**config.mk**
```make
export PLATFORM = sky130hd
export DESIGN_NAME = wgc_control
export DESIGN_NICKNAME = d
export VERILOG_FILES = /design/src/logic/wgc_control.v
export VERILOG_INCLUDE_DIRS = /design/src /design/src/logic
export SDC_FILE = /design/constraint.sdc
export NUM_CORES = 1
export LEC_CHECK = 0
export BUFFER_PORTS_ARGS = -buffer_cell sky130_fd_sc_hd__buf_2
export CAP_MARGIN = 10
export CORE_ASPECT_RATIO = 0.7
export CORE_MARGIN = 2
export CORE_UTILIZATION = 40
export DETAILED_ROUTE_END_ITERATION = 8
export PLACE_DENSITY_LB_ADDON = 0.3
export RECOVER_POWER = 25
export SYNTH_ARGS = -nofsm -noshare
export SYNTH_HDL_FRONTEND = slang
export SYNTH_SLANG_ARGS = --single-unit
```
**constraint.sdc**
```tcl
create_clock -name mclk -period 2.36 [get_ports mclk]
set_input_delay 0.708 -clock mclk [delete_from_list [all_inputs] [get_ports mclk]]
set_output_delay 0.708 -clock mclk [all_outputs]
set_load 0.005 [all_outputs]
```
**src/logic/wgc_regs.vh**
```
// Register map, field positions and reset values of the waveform control block
`ifndef WGC_REGS_VH
`define WGC_REGS_VH

`define WGC_ADDR_W          4
`define WGC_CTRL0_OFFSET    4'h0
`define WGC_STATUS_OFFSET   4'h1
`define WGC_CTRL0_RESET     8'h00
`define WGC_ENABLE_BIT      7
`define WGC_LOAD_BIT        6
`define WGC_MODE_MSB        2
`define WGC_MODE_LSB        0
`define WGC_MODE_ASYNC_STEER 3'h0
`define WGC_MODE_SYNC_STEER  3'h1
`define WGC_MODE_FWD_BRIDGE  3'h2
`define WGC_MODE_REV_BRIDGE  3'h3
`define WGC_MODE_HALF_BRIDGE 3'h4
`define WGC_MODE_PUSH_PULL   3'h5

`endif

```
**src/logic/wgc_control.v**
```verilog
// Control register front end of the complementary waveform unit
//
// Design decisions made here: the address map and the address-and-strobe port.
`timescale 1ns/1ps
`include "wgc_regs.vh"

// Functional notes
// Enable bit 7 turns the waveform module on; clear holds it disabled.
// Load request loads buffers on first rising data edge after a falling edge.
// With load request clear, buffers keep their values; no transfer occurs.
// Hardware clears the load request bit itself.
// Load request sets only when enable already 1; joint write leaves it clear.
// Mode field: 000..101 select steering, bridge, half-bridge, push-pull modes.
// Software must not program reserved mode codes 110 and 111.
// Bits 5 to 3 read as zero and ignore writes.
// Enable, load request and mode reset to zero on every reset.
// Load request clears in the same cycle the buffer transfer completes.
module wgc_control (
    // Clock and reset
    input  wire         mclk,
    input  wire         resetn,
    // Register port
    input  wire [3:0]   reg_addr,
    input  wire [7:0]   reg_wdata,
    input  wire         reg_wr,
    input  wire         reg_rd,
    output reg  [7:0]   reg_rdata,
    // Waveform input data, asynchronous
    input  wire         wave_in,
    // To waveform logic
    output reg          module_enable,
    output reg  [2:0]   mode,
    output reg          buffer_load,
    output reg  [5:0]   mode_onehot,
    output reg          mode_reserved
);

    // One-hot states of the load tracker
    localparam [2:0] ST_IDLE = 3'b001;
    localparam [2:0] ST_FALL = 3'b010;
    localparam [2:0] ST_RISE = 3'b100;

    reg        wave_s1;
    reg        wave_s2;
    reg        wave_d;
    reg        load_request;
    reg  [2:0] state;
    reg  [2:0] next_state;
    reg        next_load;
    reg        load_fire;
    reg  [7:0] next_rdata;

    // Address compare shared by the write and read decoders
    function addr_hit;
        input [3:0] addr;
        input [3:0] offset;
        begin
            addr_hit = (addr == offset);
        end
    endfunction

    // Control register readback; unimplemented bits 5:3 return zero
    function [7:0] ctrl_image;
        input       en;
        input       ld;
        input [2:0] m;
        begin
            ctrl_image = {en, ld, 3'h0, m};
        end
    endfunction

    wire ctrl_wr = reg_wr && addr_hit(reg_addr, `WGC_CTRL0_OFFSET);
    wire fall    = wave_d && !wave_s2;
    wire rise    = !wave_d && wave_s2;

    function [5:0] decode_mode;
        input [2:0] m;
        begin
            decode_mode = 6'h00;
            if (m <= `WGC_MODE_PUSH_PULL) begin
                decode_mode[m] = 1'b1;
            end
        end
    endfunction

    // Two-stage synchroniser for the asynchronous data input
    always @(posedge mclk or negedge resetn) begin
        if (!resetn) begin
            wave_s1 <= 1'b0;
            wave_s2 <= 1'b0;
        end else begin
            wave_s1 <= wave_in;
            wave_s2 <= wave_s1;
        end
    end

    // Delayed copy of the synchronised input for edge detection
    always @(posedge mclk or negedge resetn) begin
        if (!resetn) begin
            wave_d <= 1'b0;
        end else begin
            wave_d <= wave_s2;
        end
    end

    // Edge tracking for a pending load
    always @* begin
        next_state = state;
        load_fire  = 1'b0;
        case (state)
            ST_IDLE: begin
                if (load_request) begin
                    next_state = ST_FALL;
                end
            end
            ST_FALL: begin
                if (!load_request) begin
                    next_state = ST_IDLE;
                end else if (fall) begin
                    next_state = ST_RISE;
                end
            end
            ST_RISE: begin
                if (!load_request) begin
                    next_state = ST_IDLE;
                end else if (rise) begin
                    load_fire  = 1'b1;
                    next_state = ST_IDLE;
                end
            end
            default: begin
                next_state = ST_IDLE;
            end
        endcase
    end

    // Load request: set by software only when already enabled
    always @* begin
        next_load = load_request;
        if (load_fire) begin
            next_load = 1'b0;
        end
        if (ctrl_wr) begin
            if (!reg_wdata[`WGC_ENABLE_BIT]) begin
                next_load = 1'b0;
            end else if (reg_wdata[`WGC_LOAD_BIT] && module_enable) begin
                next_load = 1'b1;
            end
        end
    end

    // Enable and mode fields
    always @(posedge mclk or negedge resetn) begin
        if (!resetn) begin
            module_enable <= 1'b0;
            mode          <= 3'h0;
        end else if (ctrl_wr) begin
            module_enable <= reg_wdata[`WGC_ENABLE_BIT];
            mode <= reg_wdata[`WGC_MODE_MSB:`WGC_MODE_LSB];
        end
    end

    // Load request flag and its edge tracker
    always @(posedge mclk or negedge resetn) begin
        if (!resetn) begin
            load_request <= 1'b0;
            state        <= ST_IDLE;
        end else begin
            load_request <= next_load;
            state        <= next_state;
        end
    end

    // Buffer transfer strobe, one cycle per completed edge pair
    always @(posedge mclk or negedge resetn) begin
        if (!resetn) begin
            buffer_load <= 1'b0;
        end else begin
            buffer_load <= load_fire;
        end
    end

    // Registered mode decode; lags the mode field by one cycle
    always @(posedge mclk or negedge resetn) begin
        if (!resetn) begin
            mode_onehot   <= 6'h01;
            mode_reserved <= 1'b0;
        end else begin
            mode_onehot   <= decode_mode(mode);
            mode_reserved <= (mode > `WGC_MODE_PUSH_PULL);
        end
    end

    // Read data select; zero whenever no read is under way
    always @* begin
        next_rdata = 8'h00;
        if (reg_rd) begin
            if (addr_hit(reg_addr, `WGC_CTRL0_OFFSET)) begin
                next_rdata = ctrl_image(module_enable, load_request,
                                        mode);
            end else if (addr_hit(reg_addr, `WGC_STATUS_OFFSET)) begin
                next_rdata = {5'h00, state};
            end else begin
                next_rdata = 8'h00;
            end
        end
    end

    // Read data register
    always @(posedge mclk or negedge resetn) begin
        if (!resetn) begin
            reg_rdata <= 8'h00;
        end else begin
            reg_rdata <= next_rdata;
        end
    end

endmodule

```
==> out/summary.txt <==
Status: finished clean
Top_reg_cell synth: dfrtp_1
Initial antenna violation count: 0
Root Buffer: clkbuf_4
Pwr/cell area: 835 mW/mm²
Finished Cell Area: 0.00118 mm²
Final max-slew violation count: 0
Post-route ant nets: 0
Clock Skew: 0.00449 ns
Power share of the sequential group: 0.574
1st-iter DRT viols: 12
Path depth of the worst reg2reg path: 4
Worst vdd ir: 0.000383 V
Relative slew margins: 0.206
Horiz. Die Dim: 62.9 µm
Clock power frac: 0.213
# rows: 14
Drt pass-1 iters: 2
Combinational Power Share: 0.213
P_sw: 0.285 mW
Fmax achieved: 0.579 GHz
Die Ht: 45.2 µm
Synthesized flop and latch total: 24
Clock Tree Buf Depth: 2
Hold Crit Depth: 0
Leak Pwr: 0.627 nW
Worst hold endpoint: wave_s2$_DFF_PN0_
CP Capture Type: primary output
Top cells by area in the synthesized netlist: dfrtp_1 57%, mux2_4 6.2%, dfstp_2 5.4%
RSZ-0062 raised after global routing: false
Cell Chain, Critical Path: buf_2
Drc violations: 0
Sw Ratio: 0.290
H-tree depth: 1
Synthesis Warnings: 0
Buf/Inv on CP: 1
Post-Route WL: 1.70 mm
I/O pin count: 37
Worst Tran Pin Value: 1.19 ns
Post-CTS sizing: 0
Final core occ: 0.529
Arrival time at the worst endpoint: 1.02 ns
Setup crit start: mode[2]$_DFFE_PN0P_
Setup-failing EPs final: 0
Worst endpoint required time: 1.65 ns
Top-count cell post-synth: dfrtp_1
Synth area leader: dfrtp_1
Max stage delay cell, worst path: dfrtp_1
Worst Hold Class: reg2reg
WS Path Type: reg2out
Worst setup SP type: flip-flop
CTS Buf Count: 3
Reg clk slew, reported paths: 0.12 ns
Clock sink count: 24
Proportion of layout cells with a drive suffix above 1: 0.423
Total Routing Usage GR: 0.143
First-pass GRT wire length: 2.99 mm
Core region area: 0.00222 mm²
Routed len/inst: 12.5 µm
Post-CTS setup buffer count: 0
Synth Cell Area: 972 µm²
Via Count: 614
Fin nets: 122
Final Hold Vio Count: 0
Dpl cell area: 0.00114 mm²
Max FO, Critical Path: 10
Tcrit/Tclk final: 0.732
P&R area growth vs syn: 21.1%
Worst R2R End: load_request$_DFF_PN0_
Yosys top cell area share: 0.566
Worst Hold Launch: wave_s1$_DFF_PN0_
DPL Wire Length: 1.29 mm
Max Cap Violations: 0
PnR worst setup slack: 0.632 ns
Total grt overflow: 0
Dpl ws: 0.703 ns
Count of cell types in the netlist: 26
Placer Congestion: 0.836
Worst-Skew Late Latency: 0.31 ns
Setup TNS: 0 ns
Port bufs: 30
CTS tree: yes
Post-synth EDFFs: 0
Diode count: 0
Cell-internal power: 0.697 mW
Syn avg cell area: 13.5 µm²
Cts hold-fix bufs: 0
Number of global-route vias before repair: 675
Largest net degree at the start of global routing: 25
Ys async rst share: 1.00
Syn Inst Count: 72
Vias per cell: 4.51
Crit-path max cell delay: 0.53 ns
Die area: 0.00285 mm²
Tmin final: 1.73 ns
Initial cell density of the core: 0.437
CP delay by family, top: flip-flops
R2r setup slk: 1.13 ns
Seq/Total Area, Yosys: 0.620
Reg2reg start: wave_d$_DFF_PN0_
-- cells by family (layout without fill, tap and decap cells) --
kind of cell / after synthesis / count (layout) / share of synthesized area
other: 1 / 3 / 0.00386
DFF: 24 / 24 / 0.620
buffers and inverters: 8 / 38 / 0.0437
AOI/OAI and AO/OA: 6 / 6 / 0.0360
and+or+nand+nor: 25 / 25 / 0.193
muxes: 8 / 8 / 0.103
-- layout make-up --
| class | instances | area, µm² |
|---|---|---|
| clock buffers | 4 | 36.3 |
| fillers | 223 | 1050 |
| inverters | 4 | 15.0 |
| multi-input cells | 42 | 334 |
| flip-flops and latches | 24 | 603 |
| well taps | 32 | 40.0 |
| repair buffers | 30 | 149 |
-- state kept, by name (all words and copies together) (netlist names), 3 cells and up --
name	flops
state	3
mode_onehot	6
reg_rdata	5
mode	3
-- worst max-delay path by stage --
stage	cells past startpoint	endpoint	slack [ns]
5_1_grt	1	mode[1]	0.54
6_report	1	mode[2]	0.63
2_1_floorplan	3	mode[0]$_DFFE_PN0P_	0.87
4_1_cts	1	mode[2]	0.62
3_3_place_gp	4	mode[2]$_DFFE_PN0P_	0.72
3_5_place_dp	4	mode[0]$_DFFE_PN0P_	0.70
-- power by group through the flow --
stage               Combinational (mW)  Clock [mW]  Sequential [mW]
finish                           0.209       0.210            0.564
global route                     0.234       0.239            0.578
CTS                              0.213       0.220            0.564
detailed placement               0.212           0            0.574
global placement                 0.204           0            0.568
floorplan                        0.133           0            0.558
-- cell usage in the layout (no fill, tap or decap), drive strengths merged --
cell type / instances
clkbuf: 5
inv: 4
buf: 29
and4: 1
nand2: 3
a21oi: 2
dfrtp: 22
mux2i: 4
nand2b: 2
conb: 3
o22ai: 1
nor4: 1
nor3: 5
mux2: 4
nor2: 4
dfstp: 2
nor3b: 4
o21ai: 1
and3b: 2
a31oi: 1
and2: 1
nand3b: 2
o21a: 1
-- per-stage QoR --
step / hold WS (ns) / total power [mW] / std cells
finish: 0.375 / 0.983 / 136
detailed placement: 0.350 / 0.786 / 132
global placement: 0.333 / 0.772 / 132
global route: 0.393 / 1.05 / 136
CTS: 0.350 / 0.998 / 136
floorplan: 0.331 / 0.691 / 74
-- routing by layer --
metal  track usage  vias up  wire [µm]  share of wire
met5             0        -          0              0
met4        0.0978        0         29          0.017
met3        0.0399        2         68          0.040
met2         0.238       18        760           0.45
met1         0.168      288        840           0.49
li1              -      306          -              -
No activity file was read; power rests on OpenSTA's default activity.
